===== src/design/bsi_pkg.sv =====
// What this block does
// - link-state pins show U0 off/off, U1 on/off, U2 off/on, U3 on/on, else off/off.
// - link-state pins drive only when U1/U2 enabled; otherwise input with pulldown.
// - push-button pin is an input with pulldown, used as a momentary button.
// - power-fault pin is an input with pullup; its level flags a power fault.
// - two spare pins reset as pulled-down inputs; commands make them outputs low or high.
// - drive-power pin defaults to input, or drive power enable output by build option.
// - primary PWM LED lit while USB connected, dark while disconnected.
// - during disk activity the LED blinks 5 Hz at USB2 and 10 Hz at SuperSpeed.
// - while suspended or connected in U3 the LED fades gradually in brightness.
// - indicator and pin functions wait until firmware load from flash completes.
// - the PWM output is active low; duty 0% means LED fully lit.
package bsi_pkg;
  // ************************************************************
  // link states
  // ************************************************************
  localparam logic [1:0] BSI_U0 = 2'h0;
  localparam logic [1:0] BSI_U1 = 2'h1;
  localparam logic [1:0] BSI_U2 = 2'h2;
  localparam logic [1:0] BSI_U3 = 2'h3;

  // ************************************************************
  // timing
  // ************************************************************
  localparam int BSI_CLK_HZ = 50000000;
  localparam int BSI_BLINK_SLOW_HZ = 5;
  localparam int BSI_BLINK_FAST_HZ = 10;
  // half-period of a blink, in cycles
  localparam int BSI_SLOW_HALF = BSI_CLK_HZ / (2 * BSI_BLINK_SLOW_HZ);
  localparam int BSI_FAST_HALF = BSI_CLK_HZ / (2 * BSI_BLINK_FAST_HZ);
  localparam int BSI_FADE_STEP = 50000;  // 1 ms per brightness step
  localparam int BSI_PWM_BITS = 8;

  // ************************************************************
  // APB register map
  // ************************************************************
  localparam logic [7:0] BSI_CTRL_OFS = 8'h00;
  localparam logic [7:0] BSI_LINK_OFS = 8'h04;
  localparam logic [7:0] BSI_SPARE_OFS = 8'h08;
  localparam logic [7:0] BSI_STAT_OFS = 8'h0c;
  // ctrl fields
  localparam int BSI_C_READY = 0;
  localparam int BSI_C_LPM = 1;
  localparam int BSI_C_CONN = 2;
  localparam int BSI_C_SS = 3;
  localparam int BSI_C_ACT = 4;
  localparam int BSI_C_SUSP = 5;
  localparam int BSI_C_DPWR = 6;
  // spare fields: [1:0] output enables, [3:2] levels
  localparam int BSI_S_OE = 0;
  localparam int BSI_S_LVL = 2;
  localparam logic [31:0] BSI_CTRL_RST = 32'h0;
  localparam logic [31:0] BSI_SPARE_RST = 32'h0;

  typedef enum logic [1:0] {BSI_LED_OFF, BSI_LED_ON, BSI_LED_BLINK, BSI_LED_FADE} bsi_led_mode_t;
endpackage


===== src/design/bsi_io.sv =====
// Decided for this implementation: the address map and the APB interface to the registers.
`timescale 1ns/1ns
// status indicators and user pins of the bridge
module bsi_io import bsi_pkg::*; #(
  parameter bit DRIVE_POWER_OPT = 1'b0,
  parameter int SLOW_HALF = BSI_SLOW_HALF,
  parameter int FAST_HALF = BSI_FAST_HALF,
  parameter int FADE_STEP = BSI_FADE_STEP
) (
  input wire logic pclk,
  input wire logic presetn,
  input wire logic psel,
  input wire logic penable,
  input wire logic pwrite,
  input wire logic [7:0] paddr,
  input wire logic [31:0] pwdata,
  output logic [31:0] prdata,
  output logic pready,
  output logic pslverr,
  input wire logic link_state_ind_a_in,
  output logic link_state_ind_a_out,
  output logic link_state_ind_a_oe,
  input wire logic link_state_ind_b_in,
  output logic link_state_ind_b_out,
  output logic link_state_ind_b_oe,
  input wire logic spare_pin_a_in,
  output logic spare_pin_a_out,
  output logic spare_pin_a_oe,
  input wire logic spare_pin_b_in,
  output logic spare_pin_b_out,
  output logic spare_pin_b_oe,
  input wire logic drive_power_pin_in,
  output logic drive_power_pin_out,
  output logic drive_power_pin_oe,
  input wire logic push_button_in,
  input wire logic power_source_in,
  input wire logic power_fault_in,
  output logic primary_led_pwm
);
  // ************************************************************
  // parameter checks
  // ************************************************************
  initial begin
    if (SLOW_HALF < 2 || FAST_HALF < 1 || FAST_HALF >= SLOW_HALF || FADE_STEP < 1) begin
      $error("bsi_io: bad timing parameters");
    end
  end

  // ************************************************************
  // input synchronisers
  // ************************************************************
  logic btn_s, src_s, flt_s, spa_s, spb_s, dpw_s, lsa_s, lsb_s;
  logic [7:0] sync_d, sync_q;
  assign sync_d = {push_button_in, power_source_in, power_fault_in, spare_pin_a_in,
                   spare_pin_b_in, drive_power_pin_in, link_state_ind_a_in, link_state_ind_b_in};
  // one synchroniser per pin keeps metastability off the logic
  genvar gi;
  generate
    for (gi = 0; gi < 8; gi++) begin : g_sync
      bsi_sync2 u_sync (
        .pclk(pclk),
        .presetn(presetn),
        .d(sync_d[gi]),
        .q(sync_q[gi])
      );
    end
  endgenerate
  assign {btn_s, src_s, flt_s, spa_s, spb_s, dpw_s, lsa_s, lsb_s} = sync_q;

  // ************************************************************
  // APB slave
  // ************************************************************
  logic [31:0] ctrl_reg, spare_reg;
  logic [1:0] link_reg;
  logic btn_prev_reg, btn_evt_reg;
  logic wr_en, rd_en, hit_ctrl, hit_link, hit_spare, hit_stat, mapped;
  logic btn_rise, btn_clr;
  assign wr_en = psel && penable && pwrite;
  assign rd_en = psel && penable && !pwrite;
  assign hit_ctrl = paddr == BSI_CTRL_OFS;
  assign hit_link = paddr == BSI_LINK_OFS;
  assign hit_spare = paddr == BSI_SPARE_OFS;
  assign hit_stat = paddr == BSI_STAT_OFS;
  assign mapped = hit_ctrl || hit_link || hit_spare || hit_stat;
  assign pready = 1'b1;
  assign pslverr = psel && penable && !mapped;
  // momentary press latched as an edge; read of status clears it
  assign btn_rise = btn_s && !btn_prev_reg;
  assign btn_clr = rd_en && hit_stat;

  // register writes; firmware sets ready only after its load
  always_ff @(posedge pclk or negedge presetn) begin
    if (!presetn) begin
      ctrl_reg <= BSI_CTRL_RST;
      link_reg <= BSI_U0;
      spare_reg <= BSI_SPARE_RST;
    end else if (wr_en) begin
      if (hit_ctrl) ctrl_reg <= pwdata;
      if (hit_link) link_reg <= pwdata[1:0];
      if (hit_spare) spare_reg <= pwdata;
    end
  end

  // press flag: set wins over read clear
  always_ff @(posedge pclk or negedge presetn) begin
    if (!presetn) begin
      btn_prev_reg <= 1'b0;
      btn_evt_reg <= 1'b0;
    end else begin
      btn_prev_reg <= btn_s;
      btn_evt_reg <= btn_rise || (btn_evt_reg && !btn_clr);
    end
  end

  // read mux, registered data output; fault level read as is, idle high by its pullup
  logic [31:0] rd_next;
  assign rd_next = hit_ctrl ? {ctrl_reg[31:7], ctrl_reg[6:0]} :
                   hit_link ? {30'h0, link_reg} :
                   hit_spare ? {28'h0, spare_reg[3:0]} :
                   hit_stat ? {23'h0, btn_evt_reg, lsb_s, lsa_s, dpw_s, spb_s, spa_s, flt_s, src_s, btn_s} :
                   32'h0;
  always_ff @(posedge pclk or negedge presetn) begin
    if (!presetn) prdata <= 32'h0;
    else if (psel && !penable && !pwrite) prdata <= rd_next;
  end

  // ************************************************************
  // pin control
  // ************************************************************
  logic ready, lpm_en;
  logic [1:0] ls_pat;
  assign ready = ctrl_reg[BSI_C_READY];
  assign lpm_en = ready && ctrl_reg[BSI_C_LPM];
  // U-state to pattern a/b; unused states fall to off/off
  assign ls_pat = (link_reg == BSI_U1) ? 2'b01 :
                  (link_reg == BSI_U2) ? 2'b10 :
                  (link_reg == BSI_U3) ? 2'b11 : 2'b00;
  logic dpw_en;
  // power-enable duty only when built in
  assign dpw_en = DRIVE_POWER_OPT && ready;

  // outputs from flops; pins released to pulls until firmware ready
  always_ff @(posedge pclk or negedge presetn) begin
    if (!presetn) begin
      link_state_ind_a_oe <= 1'b0;
      link_state_ind_a_out <= 1'b0;
      link_state_ind_b_oe <= 1'b0;
      link_state_ind_b_out <= 1'b0;
      spare_pin_a_oe <= 1'b0;
      spare_pin_a_out <= 1'b0;
      spare_pin_b_oe <= 1'b0;
      spare_pin_b_out <= 1'b0;
      drive_power_pin_oe <= 1'b0;
      drive_power_pin_out <= 1'b0;
    end else begin
      link_state_ind_a_oe <= lpm_en;
      link_state_ind_a_out <= lpm_en && ls_pat[0];
      link_state_ind_b_oe <= lpm_en;
      link_state_ind_b_out <= lpm_en && ls_pat[1];
      spare_pin_a_oe <= ready && spare_reg[BSI_S_OE];
      spare_pin_a_out <= ready && spare_reg[BSI_S_LVL];
      spare_pin_b_oe <= ready && spare_reg[BSI_S_OE + 1];
      spare_pin_b_out <= ready && spare_reg[BSI_S_LVL + 1];
      drive_power_pin_oe <= dpw_en;
      drive_power_pin_out <= dpw_en && ctrl_reg[BSI_C_DPWR];
    end
  end

  // ************************************************************
  // primary indicator
  // ************************************************************
  bsi_led_mode_t mode;
  logic conn, suspended;
  assign conn = ctrl_reg[BSI_C_CONN];
  // a suspend flag or a connected U3 link both give the fade pattern
  assign suspended = ctrl_reg[BSI_C_SUSP] || (conn && link_reg == BSI_U3);
  assign mode = !ready ? BSI_LED_OFF :
                suspended ? BSI_LED_FADE :
                !conn ? BSI_LED_OFF :
                ctrl_reg[BSI_C_ACT] ? BSI_LED_BLINK : BSI_LED_ON;

  logic [31:0] blink_cnt_reg, fade_cnt_reg;
  logic blink_reg, fade_dir_reg;
  logic [BSI_PWM_BITS-1:0] level_reg, pwm_cnt_reg;
  logic [31:0] half;
  // speed picks the blink rate
  assign half = ctrl_reg[BSI_C_SS] ? 32'(FAST_HALF) : 32'(SLOW_HALF);

  // blink phase toggles every half period
  always_ff @(posedge pclk or negedge presetn) begin
    if (!presetn) begin
      blink_cnt_reg <= 32'h0;
      blink_reg <= 1'b0;
    end else if (mode != BSI_LED_BLINK) begin
      blink_cnt_reg <= 32'h0;
      blink_reg <= 1'b1;
    end else if (blink_cnt_reg >= half - 32'h1) begin
      blink_cnt_reg <= 32'h0;
      blink_reg <= !blink_reg;
    end else begin
      blink_cnt_reg <= blink_cnt_reg + 32'h1;
    end
  end

  // triangle ramp of brightness for fading
  always_ff @(posedge pclk or negedge presetn) begin
    if (!presetn) begin
      fade_cnt_reg <= 32'h0;
      fade_dir_reg <= 1'b0;
      level_reg <= '0;
    end else if (mode != BSI_LED_FADE) begin
      fade_cnt_reg <= 32'h0;
      fade_dir_reg <= 1'b0;
      level_reg <= '0;
    end else if (fade_cnt_reg >= 32'(FADE_STEP - 1)) begin
      fade_cnt_reg <= 32'h0;
      if (fade_dir_reg ? (level_reg == '0) : (level_reg == '1)) fade_dir_reg <= !fade_dir_reg;
      else level_reg <= fade_dir_reg ? level_reg - BSI_PWM_BITS'(1) : level_reg + BSI_PWM_BITS'(1);
    end else begin
      fade_cnt_reg <= fade_cnt_reg + 32'h1;
    end
  end

  // active-low drive: low means lit, so 0% duty is full on
  logic lit_next;
  assign lit_next = (mode == BSI_LED_ON) || (mode == BSI_LED_BLINK && blink_reg) ||
                    (mode == BSI_LED_FADE && pwm_cnt_reg < level_reg);
  always_ff @(posedge pclk or negedge presetn) begin
    if (!presetn) begin
      pwm_cnt_reg <= '0;
      primary_led_pwm <= 1'b1;
    end else begin
      pwm_cnt_reg <= pwm_cnt_reg + BSI_PWM_BITS'(1);
      primary_led_pwm <= !lit_next;
    end
  end
endmodule


===== src/design/bsi_sync2.sv =====
`timescale 1ns/1ns
// two-flop synchroniser for one level
module bsi_sync2 (
  input wire logic pclk,
  input wire logic presetn,
  input wire logic d,
  output logic q
);
  logic meta_reg;

  // ************************************************************
  // capture
  // ************************************************************
  // first flop feeds only the second
  always_ff @(posedge pclk or negedge presetn) begin
    if (!presetn) begin
      meta_reg <= 1'b0;
      q <= 1'b0;
    end else begin
      meta_reg <= d;
      q <= meta_reg;
    end
  end
endmodule

===== config.mk =====
export PLATFORM = sky130hd
export DESIGN_NAME = bsi_io
export DESIGN_NICKNAME = d
export VERILOG_FILES = /design/src/design/bsi_pkg.sv /design/src/design/bsi_io.sv /design/src/design/bsi_sync2.sv
export SDC_FILE = /design/constraint.sdc
export NUM_CORES = 1
export LEC_CHECK = 0
export BUFFER_PORTS_ARGS = -buffer_cell sky130_fd_sc_hd__buf_4
export CAP_MARGIN = 10
export CELL_PAD_IN_SITES_DETAIL_PLACEMENT = 1
export CELL_PAD_IN_SITES_GLOBAL_PLACEMENT = 1
export CORE_UTILIZATION = 42
export DETAILED_ROUTE_END_ITERATION = 8
export PLACE_DENSITY = 0.77
export SETUP_SLACK_MARGIN = 0.05
export SYNTH_ARGS = -nofsm -noshare
export SYNTH_HDL_FRONTEND = slang
export SYNTH_HIERARCHICAL = 1
export SYNTH_SLANG_ARGS = --single-unit

===== constraint.sdc =====
create_clock -name pclk -period 2.5 [get_ports pclk]
set_clock_uncertainty 0.15 [all_clocks]
set_input_delay 0 -clock pclk [delete_from_list [all_inputs] [get_ports pclk]]
set_output_delay 0 -clock pclk [all_outputs]
set_load 0.01 [all_outputs]

* Yosys cells after proc, flatten, opt, wreduce, memory -nomap -nowiden
Cells that the tools add are included.
W data, S select, Z words.
** Storage, ports and cells
- Register bits :: 178
- Bits of input ports :: 53
- Output and inout bits :: 45
- Word-level logic and storage cells :: 128
** Operators by class
- $add $sub $neg :: 6
- Magnitude comparators :: 3
- Equality and inequality tests :: 13
- Muxes and demuxes :: 26
- Reduce and logical (&&, ||, !) cells :: 44
** Operators with widths (number)
- $mux W32 :: 5
- $add A32 B1 Y32 const B :: 2
- $ge A32 B16 Y1 const B :: 1
- $ge A32 B32 Y1 :: 1
- $mux W8 :: 4
- $mux W9 :: 3
- $sub A23 B1 Y24 const B :: 1
- $mux W23 :: 1
- $logic_and A1 B1 Y1 :: 19
- $add A8 B1 Y8 const B :: 2
- $eq A8 B4 Y1 const B :: 2
- $logic_not A8 Y1 :: 2
- $mux W2 :: 7
- $reduce_and A2 Y1 :: 5
- $eq A2 B2 Y1 const B :: 4
- $eq A8 B3 Y1 const B :: 1
- $eq A8 B8 Y1 const B :: 1
- $logic_not A1 Y1 :: 8
- $lt A8 B8 Y1 :: 1
- $sub A8 B1 Y8 const B :: 1
- $logic_or A1 B1 Y1 :: 7
- $mux W1 :: 6
- $ne A2 B2 Y1 const B :: 3
- $reduce_bool A2 Y1 :: 3
- $eq A2 B1 Y1 const B :: 2

* Longest topological paths before layout
- Word-level depth :: 10
- Gate-level depth with buffers :: 10
- Mapped depth without buffers :: 8

* Modules after synthesis
The synthesis kept the hierarchy.
** By module, submodules not included
- bsi_io :: instances 1, cells each 642, area each 7178.1 um^2, sequential area each 4055.1 um^2
- bsi_sync2 :: instances 8, cells each 2, area each 50.0 um^2, sequential area each 50.0 um^2

* Worst setup path after synthesis
Ideal clock, no wire load.
- Kind :: reg2reg
- From :: register ctrl_reg[3]
- To :: register blink_cnt_reg[23]
- Setup time :: 72 ps
- Arrival :: 2220 ps
- Data required time :: 2278 ps
- Path slack :: 58 ps
- Stages on the path, launching flop included :: 11
- Path buffers :: 2
- Period minus slack after synthesis :: 2442 ps
- Cells stage by stage :: dfrtp_1 inv_1 ha_1 a21o_1 a221oi_2 o21ai_1 a211o_1 or2_1 buf_6 buf_6 nor2_1
** Between the ends
- Cells in the longest elaborated chain, start to end :: 5
** RTL lines
- from (decl) :: RTL line bsi_io.sv:73 : logic [31:0] ctrl_reg, spare_reg;
- from (signal assigned) :: RTL line bsi_io.sv:98 : if (hit_ctrl) ctrl_reg <= pwdata;
- $mux W23 :: RTL line bsi_io.sv:187 : assign half = ctrl_reg[BSI_C_SS] ? 32'(FAST_HALF) : 32'(SLOW_HALF);
- $sub A23 B1 Y24 :: RTL line bsi_io.sv:197 : end else if (blink_cnt_reg >= half - 32'h1) begin
- $ge A32 B32 Y1 :: RTL line bsi_io.sv:197
- $mux W32 :: RTL line bsi_io.sv:197
- $mux W32 :: RTL line bsi_io.sv:194 : end else if (mode != BSI_LED_BLINK) begin
- to (signal assigned) :: RTL line bsi_io.sv:201 : blink_cnt_reg <= blink_cnt_reg + 32'h1;
- to (decl) :: RTL line bsi_io.sv:182 : logic [31:0] blink_cnt_reg, fade_cnt_reg;
No other way between the ends.
A chain may end at the register's enable or synchronous reset.

* Final worst setup path
- From :: register ctrl_reg[3]
- To :: register blink_cnt_reg[15]
Same word-level chain as after synthesis.

==> run summary <==
### Pwr
* **maximum vdd ir drop** 0.0004571 V
* **combinational group share of total power** 0.053
* **P_sw** 1.368 mW
* **internal power consumption** 4.692 mW
* **register share of total power** 0.489
* **Total Power Consumption** 6.060 mW
* **ratio of total power to cell area** 598.3 nW/um2
* **static leakage power** 4.823 nW
* **switching portion of total power** 0.2257
* **portion of total power attributed to the clock network** 0.458

### Setup path
* **R2R Path End** blink_cnt_reg[15]$_DFF_PN0_
* **path type of the worst setup path** reg -> reg
* **series of cell instances along the critical path** buf_6 -> ha_4 -> or3_4 -> a221oi_2 -> o21ai_1 -> a211o_1 -> or2_4 -> clkbuf_16 -> nor2_4
* **register-to-register setup slack** -0.03 ns
* **slowest CP cell** sky130_fd_sc_hd__dfrtp_2
* **r2r startpoint** ctrl_reg[3]$_DFFE_PN0P_
* **Critical Path Fanout Max** 6
* **Crit path arrival time** 2.74 ns
* **Critical Path Start Type** flop
* **Worst Path Buf+Inv** 2
* **data required time of the critical path** 2.71 ns
* **Slowest Stage Delay on Critical Path** 0.44 ns
* **Critical Path Sink Type** flop
* **worst reg-to-reg path cell count** 9
* **family with the most delay on the worst path** simple AND/OR/NAND/NOR gates

### Logic synthesis
* **Post-Syn Area** 7579 um2
* **number of distinct library cell variants in the gate-level netlist after synthesis** 53
* **most instantiated library cell after synthesis** sky130_fd_sc_hd__dfrtp_1
* **most area-hungry cell type in the Yosys netlist** sky130_fd_sc_hd__dfrtp_1
* **total of flip-flops plus latches after synthesis** 178
* **post-synth top area share** 0.5844
* **share of synthesized flip-flops with an asynchronous set or reset** 1.000
* **Syn Inst Count** 658
* **syn avg cell area** 11.52 um2
* **commonest register cell after synthesis** sky130_fd_sc_hd__dfrtp_1
* **count of synthesis-stage warnings from yosys** 6
* **number of enable flip-flop cells after synthesis** 0
* **sequential area share after synthesis** 0.5879
* **largest cells by area after synthesis** sky130_fd_sc_hd__dfrtp_1 (58%), sky130_fd_sc_hd__mux2_2 (5.8%), sky130_fd_sc_hd__ha_1 (4.5%)
* **leading post-synthesis cells by instance count** sky130_fd_sc_hd__dfrtp_1 (177), sky130_fd_sc_hd__nor2_1 (75), sky130_fd_sc_hd__nand2_1 (71)

### Placed design
* **number of placed instances, taps included** 990
* **count of buffers from port buffering** 94
* **routability congestion estimate** 0.8338
* **Setup WS pre-CTS** 0.0005669 ns
* **DP HPWL** 12530 um

### GRT
* **GR peak layer** met2
* **number of global-route vias before repair** 6335
* **initial antenna violation count** 1
* **GRT Overall Usage** 0.2323
* **largest net degree at the start of global routing** 49
* **met3 Use GR** 0.04884
* **first-pass GRT wire length** 32420 um
* **total overflow reported by the global router** 0
* **met1 Track Usage GR** 0.2539
* **met2 capacity usage during global routing** 0.4298

### Clock network
* **CTS sink count** 178
* **CTS max path bufs** 2
* **number of H-tree levels** 4
* **master cell of the clock root buffer** sky130_fd_sc_hd__clkbuf_16
* **number of CTS-inserted buffers** 17
* **TritonCTS clock tree** built
* **worst-skew pair later-pin latency** 0.43 ns
* **clock-pin slew of the registers on the worst-case setup and hold paths** 0.07 ns

### Cells and area
* **final non-filler cell total** 1081
* **# nets final** 923
* **multi-input logic area** 3238 um2
* **filler cell count in the final layout** 1797
* **layout cells sized above 1** 0.2667
* **area occupied by registers** 4457 um2
* **growth of design area from synthesis to finish** 33.65%

### Routing
* **final wirelength** 21600 um
* **number of nets with antenna violations after routing** 0
* **remaining routing DRC violations** 0
* **DRC marker count from the first detailed-route iteration** 303
* **detail-routed via count per cell** 5.296
* **number of detailed-route iterations in the first pass** 4
* **DR WL/cell** 19.98 um
* **total number of vias** 5725

### Hold path
* **Worst Hold Path Cells** 2
* **startpoint of the worst hold path** power_source_in
* **Hold/Removal Path Class** in -> reg
* **endpoint of the worst hold path** g_sync[6].u_sync/meta_reg$_DFF_PN0_

### Die
* **site row count** 48
* **floorplan die height** 136.3 um
* **Floorplan Core Area** 17480 um2
* **starting utilization of the core area** 0.4336
* **Top-Level Pins** 98
* **overall die width** 136.3 um
* **Die Footprint** 18590 um2

### STA
* **final worst-path setup slack** -0.03041 ns
* **slew at the pin closest to its max-slew limit** 0.7444 ns
* **timing-limited maximum frequency** 395.2 MHz
* **final slew viol count** 0
* **relative max-transition margin** 0.5038
* **final setup violating endpoints** 10
* **post-route minimum period** 2.530 ns
* **fin crit share** 1.012
* **setup repair after global routing missed its margin** true
* **aggregate negative setup slack** -0.1069 ns
* **Hold Violations, Final** 0

### Outcome
* **violated checks** setup timing
* **status** finished with violations

### Flow run
* **total of max-cap violations** 0

power groups by stage:
stage	logic (mW)	clock network [mW]	registers (mW)
CTS	0.311	2.81	2.96
detailed placement	0.237	0	3.02
finish	0.318	2.78	2.96
floorplan	0.0607	0	3.01
global placement	0.228	0	3.01
global route	0.347	2.91	2.97
per-layer routing:
metal	part of all wire	vias up
li1	-	2606
met1	0.38	2929
met2	0.55	136
met3	0.035	54
met4	0.032	0
met5	0	-
how the worst max path moves through the flow:
stage | start | endpoint | slack (ns) | cells past startpoint
after global routing | blink_cnt_reg[0]$_DFF_PN0_ | blink_cnt_reg[18]$_DFF_PN0_ | -0.05 | 7
after global placement | ctrl_reg[3]$_DFFE_PN0P_ | blink_cnt_reg[23]$_DFF_PN0_ | 0.10 | 9
after CTS | ctrl_reg[3]$_DFFE_PN0P_ | blink_cnt_reg[18]$_DFF_PN0_ | 0.03 | 9
after detailed placement | ctrl_reg[3]$_DFFE_PN0P_ | blink_cnt_reg[20]$_DFF_PN0_ | 0.0006 | 9
final | ctrl_reg[3]$_DFFE_PN0P_ | blink_cnt_reg[15]$_DFF_PN0_ | -0.03 | 9
after floorplan | ctrl_reg[3]$_DFFE_PN0P_ | blink_cnt_reg[23]$_DFF_PN0_ | 0.06 | 10
layout by cell type (no fill, tap or decap), drive strengths merged, types with 25 or more instances in the layout:
| cell | n |
|---|---|
| dfrtp | 177 |
| buf | 113 |
| nor2 | 75 |
| nand2 | 71 |
| dlygate4sd3 | 51 |
| nand3 | 48 |
| mux2 | 39 |
| conb | 27 |
| ha | 27 |
| xnor2 | 25 |
worst reg2reg max path, stage by stage (launching register included):
cell and delay [ns]:
sky130_fd_sc_hd__dfrtp_2 0.44, sky130_fd_sc_hd__buf_6 0.15, sky130_fd_sc_hd__ha_4 0.16, sky130_fd_sc_hd__or3_4 0.36
sky130_fd_sc_hd__a221oi_2 0.17, sky130_fd_sc_hd__o21ai_1 0.10, sky130_fd_sc_hd__a211o_1 0.30, sky130_fd_sc_hd__or2_4 0.33
sky130_fd_sc_hd__clkbuf_16 0.20, sky130_fd_sc_hd__nor2_4 0.09
logic make-up after synthesis:
kind of cell | share of synthesized area
AOI/OAI and AO/OA | 0.05201
xor gates and xnor gates | 0.05663
adders and majority gates | 0.04722
buffers and inverters | 0.02625
DFF | 0.5879
muxes | 0.06918
other | 0.0009910
and+or+nand+nor | 0.1598
layout make-up:
cell class / instances / share of cell area
diodes: 1 / 0.0002471
well taps: 225 / 0.02779
clock inverters: 13 / 0.01742
inverters: 17 / 0.006547
repair buffers: 166 / 0.1455
clock buffers: 19 / 0.04274
multi-input cells: 462 / 0.3197
flip-flops and latches: 178 / 0.4400
stage by stage:
step	hold WS, ns	area, um2	utilization
after floorplan	-0.4456	7672	-
after global placement	-0.1481	8681	0.4967
after detailed placement	-0.1382	8681	0.4967
after CTS	0.04194	9854	0.5639
after global routing	0.05345	10130	0.5795
final	0.07083	10130	0.5795
what timing repair did:
action,4_1_cts,5_1_grt
setup endpoints to repair,24,26
setup buffers,2,1
hold endpoints to repair,228,0
pin swaps,1,25
hold buffers,52,0
cloned,0,3
gates resized for setup,8,49
No activity file was read; power rests on OpenSTA's default activity.
